===== src/hw/irq_ctrl_pkg.sv =====
// shared constants for the interrupt source, enable and priority block
package irq_ctrl_pkg;
	// register addresses on the special function register bus
	localparam logic [7:0] ADDR_ENABLE_EXTRA = 8'hA7;
	localparam logic [7:0] ADDR_ENABLE_MAIN = 8'hA8;
	localparam logic [7:0] ADDR_PRIORITY_EXTRA = 8'hB7;
	localparam logic [7:0] ADDR_PRIORITY_MAIN = 8'hB8;
	// reset values, all four registers clear
	localparam logic [7:0] RESET_ENABLE_EXTRA = 8'h00;
	localparam logic [7:0] RESET_ENABLE_MAIN = 8'h00;
	localparam logic [7:0] RESET_PRIORITY_EXTRA = 8'h00;
	localparam logic [7:0] RESET_PRIORITY_MAIN = 8'h00;
	// writable bit masks; reserved bits stay zero and read zero
	localparam logic [7:0] MASK_ENABLE_MAIN = 8'hFF;
	localparam logic [7:0] MASK_ENABLE_EXTRA = 8'hF2;
	localparam logic [7:0] MASK_PRIORITY_MAIN = 8'h3F;
	localparam logic [7:0] MASK_PRIORITY_EXTRA = 8'hF2;
	// bit positions in the main enable and main priority registers
	localparam int BIT_GLOBAL_ENABLE = 7;
	localparam int BIT_TRACE = 6;
	localparam int BIT_TIMER2 = 5;
	localparam int BIT_SERIAL0 = 4;
	localparam int BIT_TIMER1 = 3;
	localparam int BIT_EXT1 = 2;
	localparam int BIT_TIMER0 = 1;
	localparam int BIT_EXT0 = 0;
	// bit positions in the extra enable and extra priority registers
	localparam int BIT_ADC = 7;
	localparam int BIT_SPI = 6;
	localparam int BIT_ARRAY = 5;
	localparam int BIT_SERIAL1 = 4;
	localparam int BIT_I2C = 1;
	// source indices, in polling order (index 0 polled first)
	localparam int NUM_SOURCES = 11;
	localparam logic [3:0] SRC_EXT0 = 4'h0;
	localparam logic [3:0] SRC_TIMER0 = 4'h1;
	localparam logic [3:0] SRC_EXT1 = 4'h2;
	localparam logic [3:0] SRC_TIMER1 = 4'h3;
	localparam logic [3:0] SRC_SERIAL0 = 4'h4;
	localparam logic [3:0] SRC_TIMER2 = 4'h5;
	localparam logic [3:0] SRC_SPI = 4'h6;
	localparam logic [3:0] SRC_I2C = 4'h7;
	localparam logic [3:0] SRC_ADC = 4'h8;
	localparam logic [3:0] SRC_ARRAY = 4'h9;
	localparam logic [3:0] SRC_SERIAL1 = 4'hA;
	// vector address of each source, element n belongs to source index n
	localparam logic [10:0][15:0] VECTOR_TABLE = {
		16'h004B, 16'h005B, 16'h003B, 16'h0043, 16'h0053, 16'h002B,
		16'h0023, 16'h001B, 16'h0013, 16'h000B, 16'h0003};
	// flag clear strobe positions for the flags held in this block
	localparam int CLR_EXT0 = 0;
	localparam int CLR_EXT1 = 1;
	localparam int CLR_TIMER0 = 2;
	localparam int CLR_TIMER1 = 3;
	localparam int CLR_TIMER2_PIN = 4;
endpackage : irq_ctrl_pkg


===== src/hw/irq_ctrl.sv =====
// interrupt source collection, enable gating and two-level priority selection
//
// How it works
// - trigger bit picks edge or level per input
// - edge mode: falling edge sets, service clears
// - level mode: low requests, no service clear
// - timer 0/1 overflows request, not timer0 mode3
// - timer 2 request ORs overflow and pin flags
// - overflow and pin falling edge set timer2 flags
// - each serial request ORs received and transmitted
// - spi request ORs its four flags
// - i2c flag set on four bus events
// - adc flag set when conversion completes
// - counter array request ORs eight flags
// - global enable bit 7 gates every source
// - main enable bits 5..0 select six sources
// - extra enable bits 7,6,5,4,1 select five sources
// - main priority bits 5..0 set six levels
// - extra priority bits set five levels; reset zero
// - flags sampled each cycle, used next cycle
// - each source has fixed vector and poll order
`timescale 1ns/100ps

module irq_ctrl (
	// clock and reset
	input wire logic ref_clk_i,
	input wire logic rstn_i,
	// special function register bus
	input wire logic [7:0] sfr_addr_i,
	input wire logic [7:0] sfr_wdata_i,
	input wire logic sfr_wr_i,
	input wire logic sfr_rd_i,
	output logic [7:0] sfr_rdata_o,
	// external interrupt pins and their trigger-type bits from the timer control register
	input wire logic ext_irq_pin_zero_i,
	input wire logic ext_irq_pin_one_i,
	input wire logic ext0_edge_select_i,
	input wire logic ext1_edge_select_i,
	// timer events
	input wire logic timer0_overflow_i,
	input wire logic timer0_mode3_i,
	input wire logic timer1_overflow_i,
	input wire logic timer2_overflow_i,
	input wire logic timer2_ext_pin_i,
	// software clear strobes for flags held here
	input wire logic [4:0] flag_clr_i,
	// flags kept by the serial, spi, i2c, adc and counter array peripherals
	input wire logic [1:0] rx_done_flag_i,
	input wire logic [1:0] tx_done_flag_i,
	input wire logic spi_tx_end_flag_i,
	input wire logic spi_rx_overrun_flag_i,
	input wire logic spi_tx_empty_flag_i,
	input wire logic spi_rx_full_flag_i,
	input wire logic i2c_irq_flag_i,
	input wire logic adc_done_flag_i,
	input wire logic [5:0] array_module_match_flags_i,
	input wire logic array_counter0_overflow_flag_i,
	input wire logic array_counter1_overflow_flag_i,
	// core service handshake
	input wire logic svc_ack_i,
	output logic irq_req_o,
	output logic irq_high_o,
	output logic [3:0] irq_source_o,
	output logic [15:0] irq_vector_o,
	// flags held in this block, for software to read
	output logic ext0_pending_flag_o,
	output logic ext1_pending_flag_o,
	output logic timer0_overflow_flag_o,
	output logic timer1_overflow_flag_o,
	output logic timer2_overflow_flag_o,
	output logic timer2_pin_flag_o
);

	// whole state of the block in one record
	typedef struct packed {
		logic [7:0] enable_main;      // global, trace and six source enables
		logic [7:0] enable_extra;     // five more source enables
		logic [7:0] priority_main;    // six priority bits
		logic [7:0] priority_extra;   // five more priority bits
		logic ext0_flag;              // pending flag of external input 0
		logic ext1_flag;              // pending flag of external input 1
		logic t0_flag;                // timer 0 overflow flag
		logic t1_flag;                // timer 1 overflow flag
		logic t2_pin_flag;            // timer 2 pin falling-edge flag
		logic ext0_prev;              // last level of external pin 0
		logic ext1_prev;              // last level of external pin 1
		logic t2x_prev;               // last level of timer 2 pin
		logic t2_flag;                // timer 2 overflow flag
		logic [10:0] sampled;         // source requests taken last cycle
		logic req;                    // a request is presented to the core
		logic high;                   // level of the presented request
		logic [3:0] source;           // index of the presented request
		logic [15:0] vector;          // vector of the presented request
		logic [7:0] rdata;            // read data latch
	} state_s;

	state_s cur;
	state_s next_cur;

	// picks the first set bit of a request vector in polling order
	function automatic logic [4:0] first_set(input logic [10:0] reqs);
		logic [4:0] pick;
		pick = 5'h00;
		for (int i = irq_ctrl_pkg::NUM_SOURCES - 1; i >= 0; i--) begin
			if (reqs[i]) begin
				pick = {1'b1, 4'(i)};
			end
		end
		return pick;
	endfunction : first_set

	// gathers one register bit per source into polling-order vector
	function automatic logic [10:0] per_source(input logic [7:0] main_reg,
			input logic [7:0] extra_reg);
		logic [10:0] v;
		v = 11'h000;
		v[irq_ctrl_pkg::SRC_EXT0] = main_reg[irq_ctrl_pkg::BIT_EXT0];
		v[irq_ctrl_pkg::SRC_TIMER0] = main_reg[irq_ctrl_pkg::BIT_TIMER0];
		v[irq_ctrl_pkg::SRC_EXT1] = main_reg[irq_ctrl_pkg::BIT_EXT1];
		v[irq_ctrl_pkg::SRC_TIMER1] = main_reg[irq_ctrl_pkg::BIT_TIMER1];
		v[irq_ctrl_pkg::SRC_SERIAL0] = main_reg[irq_ctrl_pkg::BIT_SERIAL0];
		v[irq_ctrl_pkg::SRC_TIMER2] = main_reg[irq_ctrl_pkg::BIT_TIMER2];
		v[irq_ctrl_pkg::SRC_SPI] = extra_reg[irq_ctrl_pkg::BIT_SPI];
		v[irq_ctrl_pkg::SRC_I2C] = extra_reg[irq_ctrl_pkg::BIT_I2C];
		v[irq_ctrl_pkg::SRC_ADC] = extra_reg[irq_ctrl_pkg::BIT_ADC];
		v[irq_ctrl_pkg::SRC_ARRAY] = extra_reg[irq_ctrl_pkg::BIT_ARRAY];
		v[irq_ctrl_pkg::SRC_SERIAL1] = extra_reg[irq_ctrl_pkg::BIT_SERIAL1];
		return v;
	endfunction : per_source

	// combinational helpers read by the state update
	logic [10:0] raw_req;       // live request of every source
	logic [10:0] enables;       // per-source enable bits
	logic [10:0] levels;        // per-source priority bits
	logic [10:0] eligible;      // sampled and enabled requests
	logic [4:0] pick_high;      // winner among high-level requests
	logic [4:0] pick_low;       // winner among low-level requests
	logic ext0_fall;            // falling edge seen on external pin 0
	logic ext1_fall;            // falling edge seen on external pin 1
	logic t2x_fall;             // falling edge seen on timer 2 pin
	logic ack_ext0;             // core entered the external 0 routine
	logic ack_ext1;             // core entered the external 1 routine
	logic ack_t0;               // core entered the timer 0 routine
	logic ack_t1;               // core entered the timer 1 routine

	// edge detectors and service decode
	always_comb begin
		ext0_fall = cur.ext0_prev & ~ext_irq_pin_zero_i;
		ext1_fall = cur.ext1_prev & ~ext_irq_pin_one_i;
		t2x_fall = cur.t2x_prev & ~timer2_ext_pin_i;
		// the acknowledge names the request presented in this cycle
		ack_ext0 = svc_ack_i & cur.req & (cur.source == irq_ctrl_pkg::SRC_EXT0);
		ack_ext1 = svc_ack_i & cur.req & (cur.source == irq_ctrl_pkg::SRC_EXT1);
		ack_t0 = svc_ack_i & cur.req & (cur.source == irq_ctrl_pkg::SRC_TIMER0);
		ack_t1 = svc_ack_i & cur.req & (cur.source == irq_ctrl_pkg::SRC_TIMER1);
	end

	// live request of each source
	always_comb begin
		raw_req = 11'h000;
		raw_req[irq_ctrl_pkg::SRC_EXT0] = cur.ext0_flag;
		raw_req[irq_ctrl_pkg::SRC_EXT1] = cur.ext1_flag;
		raw_req[irq_ctrl_pkg::SRC_TIMER0] = cur.t0_flag;
		raw_req[irq_ctrl_pkg::SRC_TIMER1] = cur.t1_flag;
		raw_req[irq_ctrl_pkg::SRC_TIMER2] = cur.t2_flag | cur.t2_pin_flag;
		raw_req[irq_ctrl_pkg::SRC_SERIAL0] = rx_done_flag_i[0] | tx_done_flag_i[0];
		raw_req[irq_ctrl_pkg::SRC_SERIAL1] = rx_done_flag_i[1] | tx_done_flag_i[1];
		raw_req[irq_ctrl_pkg::SRC_SPI] = spi_tx_end_flag_i | spi_rx_overrun_flag_i |
			spi_tx_empty_flag_i | spi_rx_full_flag_i;
		raw_req[irq_ctrl_pkg::SRC_I2C] = i2c_irq_flag_i;
		raw_req[irq_ctrl_pkg::SRC_ADC] = adc_done_flag_i;
		raw_req[irq_ctrl_pkg::SRC_ARRAY] = (|array_module_match_flags_i) |
			array_counter0_overflow_flag_i | array_counter1_overflow_flag_i;
	end

	// gating and two-level selection on last cycle's sample
	always_comb begin
		enables = per_source(cur.enable_main, cur.enable_extra);
		levels = per_source(cur.priority_main, cur.priority_extra);
		eligible = cur.enable_main[irq_ctrl_pkg::BIT_GLOBAL_ENABLE] ?
			(cur.sampled & enables) : 11'h000;
		pick_high = first_set(eligible & levels);
		pick_low = first_set(eligible & ~levels);
	end

	// next state
	always_comb begin
		next_cur = cur;
		next_cur.ext0_prev = ext_irq_pin_zero_i;
		next_cur.ext1_prev = ext_irq_pin_one_i;
		next_cur.t2x_prev = timer2_ext_pin_i;

		if (ext0_edge_select_i) begin
			// edge set beats service and software clear
			if (ext0_fall) begin
				next_cur.ext0_flag = 1'b1;
			end else if (ack_ext0 | flag_clr_i[irq_ctrl_pkg::CLR_EXT0]) begin
				next_cur.ext0_flag = 1'b0;
			end
		end else begin
			// level follows the pin, service does not clear
			next_cur.ext0_flag = ~ext_irq_pin_zero_i;
		end

		if (ext1_edge_select_i) begin
			if (ext1_fall) begin
				next_cur.ext1_flag = 1'b1;
			end else if (ack_ext1 | flag_clr_i[irq_ctrl_pkg::CLR_EXT1]) begin
				next_cur.ext1_flag = 1'b0;
			end
		end else begin
			next_cur.ext1_flag = ~ext_irq_pin_one_i;
		end

		// timer 0 flag; counter overflow ignored in mode 3
		if (timer0_overflow_i & ~timer0_mode3_i) begin
			next_cur.t0_flag = 1'b1;
		end else if (ack_t0 | flag_clr_i[irq_ctrl_pkg::CLR_TIMER0]) begin
			next_cur.t0_flag = 1'b0;
		end

		// timer 1 flag, cleared on service
		if (timer1_overflow_i) begin
			next_cur.t1_flag = 1'b1;
		end else if (ack_t1 | flag_clr_i[irq_ctrl_pkg::CLR_TIMER1]) begin
			next_cur.t1_flag = 1'b0;
		end

		// timer 2 flags; software alone clears them
		if (t2x_fall) begin
			next_cur.t2_pin_flag = 1'b1;
		end else if (flag_clr_i[irq_ctrl_pkg::CLR_TIMER2_PIN]) begin
			next_cur.t2_pin_flag = 1'b0;
		end
		// overflow flag has no strobe of its own, so it shares the timer 2 clear;
		// software that wants one cause only must re-read both flags afterwards
		if (timer2_overflow_i) begin
			next_cur.t2_flag = 1'b1;
		end else if (flag_clr_i[irq_ctrl_pkg::CLR_TIMER2_PIN]) begin
			next_cur.t2_flag = 1'b0;
		end

		next_cur.sampled = raw_req;

		// present winner with its fixed vector
		if (pick_high[4]) begin
			next_cur.req = 1'b1;
			next_cur.high = 1'b1;
			next_cur.source = pick_high[3:0];
			next_cur.vector = irq_ctrl_pkg::VECTOR_TABLE[pick_high[3:0]];
		end else if (pick_low[4]) begin
			next_cur.req = 1'b1;
			next_cur.high = 1'b0;
			next_cur.source = pick_low[3:0];
			next_cur.vector = irq_ctrl_pkg::VECTOR_TABLE[pick_low[3:0]];
		end else begin
			// nothing eligible: drop the request, keep the rest quiet
			next_cur.req = 1'b0;
			next_cur.high = 1'b0;
			next_cur.source = 4'h0;
			next_cur.vector = 16'h0000;
		end

		// register writes; reserved bits are masked so they stay zero
		if (sfr_wr_i) begin
			case (sfr_addr_i)
				// full byte stored, trace bit held as written
				irq_ctrl_pkg::ADDR_ENABLE_MAIN: begin
					next_cur.enable_main = sfr_wdata_i & irq_ctrl_pkg::MASK_ENABLE_MAIN;
				end
				irq_ctrl_pkg::ADDR_ENABLE_EXTRA: begin
					next_cur.enable_extra = sfr_wdata_i & irq_ctrl_pkg::MASK_ENABLE_EXTRA;
				end
				irq_ctrl_pkg::ADDR_PRIORITY_MAIN: begin
					next_cur.priority_main = sfr_wdata_i & irq_ctrl_pkg::MASK_PRIORITY_MAIN;
				end
				irq_ctrl_pkg::ADDR_PRIORITY_EXTRA: begin
					next_cur.priority_extra = sfr_wdata_i & irq_ctrl_pkg::MASK_PRIORITY_EXTRA;
				end
				// other addresses belong to other blocks
				default: begin
					next_cur.enable_main = cur.enable_main;
				end
			endcase
		end

		// read data latched on the strobe, zero for foreign addresses
		if (sfr_rd_i) begin
			case (sfr_addr_i)
				irq_ctrl_pkg::ADDR_ENABLE_MAIN: begin
					next_cur.rdata = cur.enable_main;
				end
				irq_ctrl_pkg::ADDR_ENABLE_EXTRA: begin
					next_cur.rdata = cur.enable_extra;
				end
				irq_ctrl_pkg::ADDR_PRIORITY_MAIN: begin
					next_cur.rdata = cur.priority_main;
				end
				irq_ctrl_pkg::ADDR_PRIORITY_EXTRA: begin
					next_cur.rdata = cur.priority_extra;
				end
				default: begin
					next_cur.rdata = 8'h00;
				end
			endcase
		end
	end

	// state register; pin history resets high, so a pin held low at reset release is taken as a falling edge
	always_ff @(posedge ref_clk_i or negedge rstn_i) begin
		if (!rstn_i) begin
			cur.enable_main <= irq_ctrl_pkg::RESET_ENABLE_MAIN;
			cur.enable_extra <= irq_ctrl_pkg::RESET_ENABLE_EXTRA;
			cur.priority_main <= irq_ctrl_pkg::RESET_PRIORITY_MAIN;
			cur.priority_extra <= irq_ctrl_pkg::RESET_PRIORITY_EXTRA;
			cur.ext0_flag <= 1'b0;
			cur.ext1_flag <= 1'b0;
			cur.t0_flag <= 1'b0;
			cur.t1_flag <= 1'b0;
			cur.t2_pin_flag <= 1'b0;
			cur.ext0_prev <= 1'b1;
			cur.ext1_prev <= 1'b1;
			cur.t2x_prev <= 1'b1;
			cur.t2_flag <= 1'b0;
			cur.sampled <= 11'h000;
			cur.req <= 1'b0;
			cur.high <= 1'b0;
			cur.source <= 4'h0;
			cur.vector <= 16'h0000;
			cur.rdata <= 8'h00;
		end else begin
			cur <= next_cur;
		end
	end

	// outputs straight from the state record
	assign sfr_rdata_o = cur.rdata;
	assign irq_req_o = cur.req;
	assign irq_high_o = cur.high;
	assign irq_source_o = cur.source;
	assign irq_vector_o = cur.vector;
	assign ext0_pending_flag_o = cur.ext0_flag;
	assign ext1_pending_flag_o = cur.ext1_flag;
	assign timer0_overflow_flag_o = cur.t0_flag;
	assign timer1_overflow_flag_o = cur.t1_flag;
	assign timer2_overflow_flag_o = cur.t2_flag;
	assign timer2_pin_flag_o = cur.t2_pin_flag;

endmodule : irq_ctrl


===== config.mk =====
export PLATFORM = sky130hd
export DESIGN_NAME = irq_ctrl
export DESIGN_NICKNAME = d
export VERILOG_FILES = /design/src/hw/irq_ctrl_pkg.sv /design/src/hw/irq_ctrl.sv
export SDC_FILE = /design/constraint.sdc
export NUM_CORES = 1
export LEC_CHECK = 0
export BUFFER_PORTS_ARGS = -buffer_cell sky130_fd_sc_hd__buf_2
export CAP_MARGIN = 5
export CORE_AREA = 8 8 85 87
export DETAILED_ROUTE_END_ITERATION = 6
export DIE_AREA = 0 0 93 95
export HOLD_SLACK_MARGIN = 0.03
export PLACE_DENSITY = 0.83
export SETUP_SLACK_MARGIN = 0.02
export SYNTH_ARGS = -nofsm -noshare
export SYNTH_HDL_FRONTEND = slang
export SYNTH_SLANG_ARGS = --single-unit

===== constraint.sdc =====
create_clock -name ref_clk_i -period 4.7 [get_ports ref_clk_i]
set_clock_uncertainty 0.15 [all_clocks]
set_input_delay 0.705 -clock ref_clk_i [delete_from_list [all_inputs] [get_ports ref_clk_i]]
set_output_delay 0.705 -clock ref_clk_i [all_outputs]
set_load 0.01 [all_outputs]

==> summary.txt <==
status - finished, final reports clean
final hold violations - 0
Post-synth EDFFs - 0
initial DRC count - 140
initial core utilization - 0.553
path depth of the worst reg2reg path - 7
Syn-to-layout area delta - 14.7%
final wirelength - 7.32 mm
post-synth cell types - 62
post-synthesis instance total - 286
initial antenna violation count - 0
cell area after placement - 3480 um2
vias in the first global route - 2540
Hold Path Class - reg2reg
share of the synthesized area in the top cell type - 0.459
sequential share of power - 0.510
CTS tree - done
crit path launch - cur[81]
startpoint types - flop
leakage - 1.89 nW
CTS max path bufs - 2
Clk pin slew, worst setup/hold paths - 0.07 ns
worst flop-to-flop path endpoint - irq_vector_o[5]
Worst Setup End Kind - flop
TritonCTS buffer count - 9
first-pass GRT wire length - 11.9 mm
post-synthesis async set-or-reset flop share - 1.00
Yosys reg bits - 62
switch share - 0.236
storage element area - 1560 um2
fmax - 0.394 GHz
Final ANT Viol Nets - 0
peak supply drop - 0.000190 V
Sink Count - 62
Die Wd - 93 um
post-CTS setup buffer count - 0
max-cap violation count - 0
Vias - 2433
Core Region - 5820 um2
R2R setup slack - 2.16 ns
fin crit share - 0.540
critical path type - reg2reg
Sw Pwr - 267 uW
layout cells sized above 1 - 0.369
final setup vio count - 0
RR Startpoint - cur[81]
die height - 95 um
row cnt - 28
FILL cells - 485
largest cells by area after synthesis - dfrtp_1, buf_4, mux2_1, mux2_2, dfstp_2
post_cts resized - 0
ys flop type - dfrtp_1
Top Ports - 89
Final Max Slew Viols - 0
# diodes - 0
First-pass DRT Iterations - 4
CP required - 4.76 ns
most frequent cells in the layout - buf_2, dfrtp_1, nand2_1
cts hold-fix bufs - 0
sequential area share after synthesis - 0.484
Port Buffer Count - 78
CTS H-tree depth - 3
internal power component - 866 uW
Critical Path AT - 2.59 ns
Post-Syn Area - 3220 um2
DPL Wire Length - 5.54 mm
Worst Setup EP - irq_vector_o[5]
GPL Wtd Cong - 0.858
Slew @ Worst Pin - 0.812 ns
Crit Path Max Fanout - 27
syn avg cell area - 11.2 um2
yosys warns - 0
unrepaired setup endpoints after global routing - false
Congestion Overflow GR - 0
Comb pwr share - 0.071
total negative setup slack - 0 ns
largest net degree at the start of global routing - 63
Min-Delay Path Depth - 0
root buffer cell - clkbuf_8
NumNets Final - 403
post-DR vias/cell - 5.66
routed len/inst - 17.0 um
Rel. slew slack - 0.458
most common cell after layout, fill and taps aside - buf_2
GRT Util Overall - 0.170
Yosys top cell by area - dfrtp_1
clock power share - 0.420
later-pin clock latency in the skew report - 0.34 ns
post-route design area - 3690 um2
minimum clock period - 2.54 ns
Die Footprint - 8840 um2
DRC - 0
Multi-input gate area - 1410 um2
power per cell area - 307 nW/um2
==> per-layer routing <==
metal / wire (um) / up-vias / share of wire / track usage
li1: - / 1152 / - / -
met1: 3080 / 1155 / 0.42 / 0.203
met2: 3560 / 108 / 0.49 / 0.279
met3: 478 / 18 / 0.065 / 0.0357
met4: 204 / 0 / 0.028 / 0.101
met5: 0 / - / 0 / 0
==> worst max-delay path: stages, from the launching register on <==
cell and delay [ns]:
dfrtp_1 0.87, nand4_1 0.29, nand2_1 0.31, a21oi_1 0.08
o21ai_1 0.27, nor2_1 0.12, a21oi_1 0.20, o32ai_2 0.11
==> flip-flops by register name, indices dropped and copies added, names as in the netlist <==
| signal | count |
|---|---|
| irq_high_o | 1 |
| irq_vector_o | 5 |
| irq_source_o | 4 |
| timer2_pin_flag_o | 1 |
| cur | 38 |
| timer2_overflow_flag_o | 1 |
| timer0_overflow_flag_o | 1 |
| sfr_rdata_o | 8 |
| timer1_overflow_flag_o | 1 |
| ext0_pending_flag_o | 1 |
| ext1_pending_flag_o | 1 |
==> through the flow <==
step	setup WS [ns]	instances	hold WS (ns)	util	power, mW
floorplan	2.36	295	0.259	-	0.626
CTS	2.20	430	0.249	0.634	1.14
detailed placement	2.13	414	0.232	0.598	0.668
global route	2.01	430	0.255	0.634	1.18
global placement	2.18	414	0.232	0.598	0.663
finish	2.16	430	0.243	0.634	1.13
==> worst min-delay path by stage <==
stage | start | endpoint | slack [ns]
floorplan | rstn_i | cur[30] | 0.26
global placement | ext1_pending_flag_o | cur[32] | 0.23
detailed placement | timer0_overflow_flag_o | cur[31] | 0.23
CTS | timer0_overflow_flag_o | cur[31] | 0.25
global route | timer0_overflow_flag_o | cur[31] | 0.25
finish | timer0_overflow_flag_o | cur[31] | 0.24
==> kinds of logic after synthesis <==
family,synth area share
AO/OA/AOI/OAI,0.125
flip-flops,0.484
multiplexers,0.107
other,0.00117
AND/OR/NAND/NOR,0.193
buffers and inverters,0.0895
==> area by class of cell <==
type,count,area share
repair buffers,79,0.108
well taps,75,0.0254
multi-input cells,191,0.381
inverters,7,0.00712
clock buffers,11,0.0410
flip-flops and latches,62,0.422
clock inverters,5,0.0156
==> power by group through the flow <==
stage	Clock (mW)	Combinational, mW	Sequential, mW
6_report	0.476	0.0803	0.578
4_1_cts	0.483	0.0817	0.577
2_1_floorplan	0	0.0455	0.580
3_3_place_gp	0	0.0783	0.585
3_5_place_dp	0	0.0811	0.587
5_1_grt	0.509	0.0892	0.580
==> synthesized netlist by cell type (2+ instances only) <==
master / count
dfrtp_1: 59
buf_4: 28
nand2_1: 15
mux2_1: 14
mux2_2: 14
nor2_1: 11
nand4_1: 10
o21ai_1: 10
nand4b_1: 9
a22o_1: 8
nand3_1: 8
a21oi_1: 6
inv_1: 6
o21ai_0: 6
nor2b_1: 5
a21o_1: 3
a22oi_1: 3
and2_1: 3
and4b_1: 3
buf_6: 3
dfstp_2: 3
mux2i_1: 3
nor3_1: 3
o2bb2ai_1: 3
o32ai_1: 3
or2_2: 3
and3_1: 2
and3b_1: 2
and4_1: 2
buf_2: 2
nand2b_1: 2
nand4_2: 2
nor2_4: 2
nor4_1: 2
Note: power is estimated with default switching activity, not from simulation.
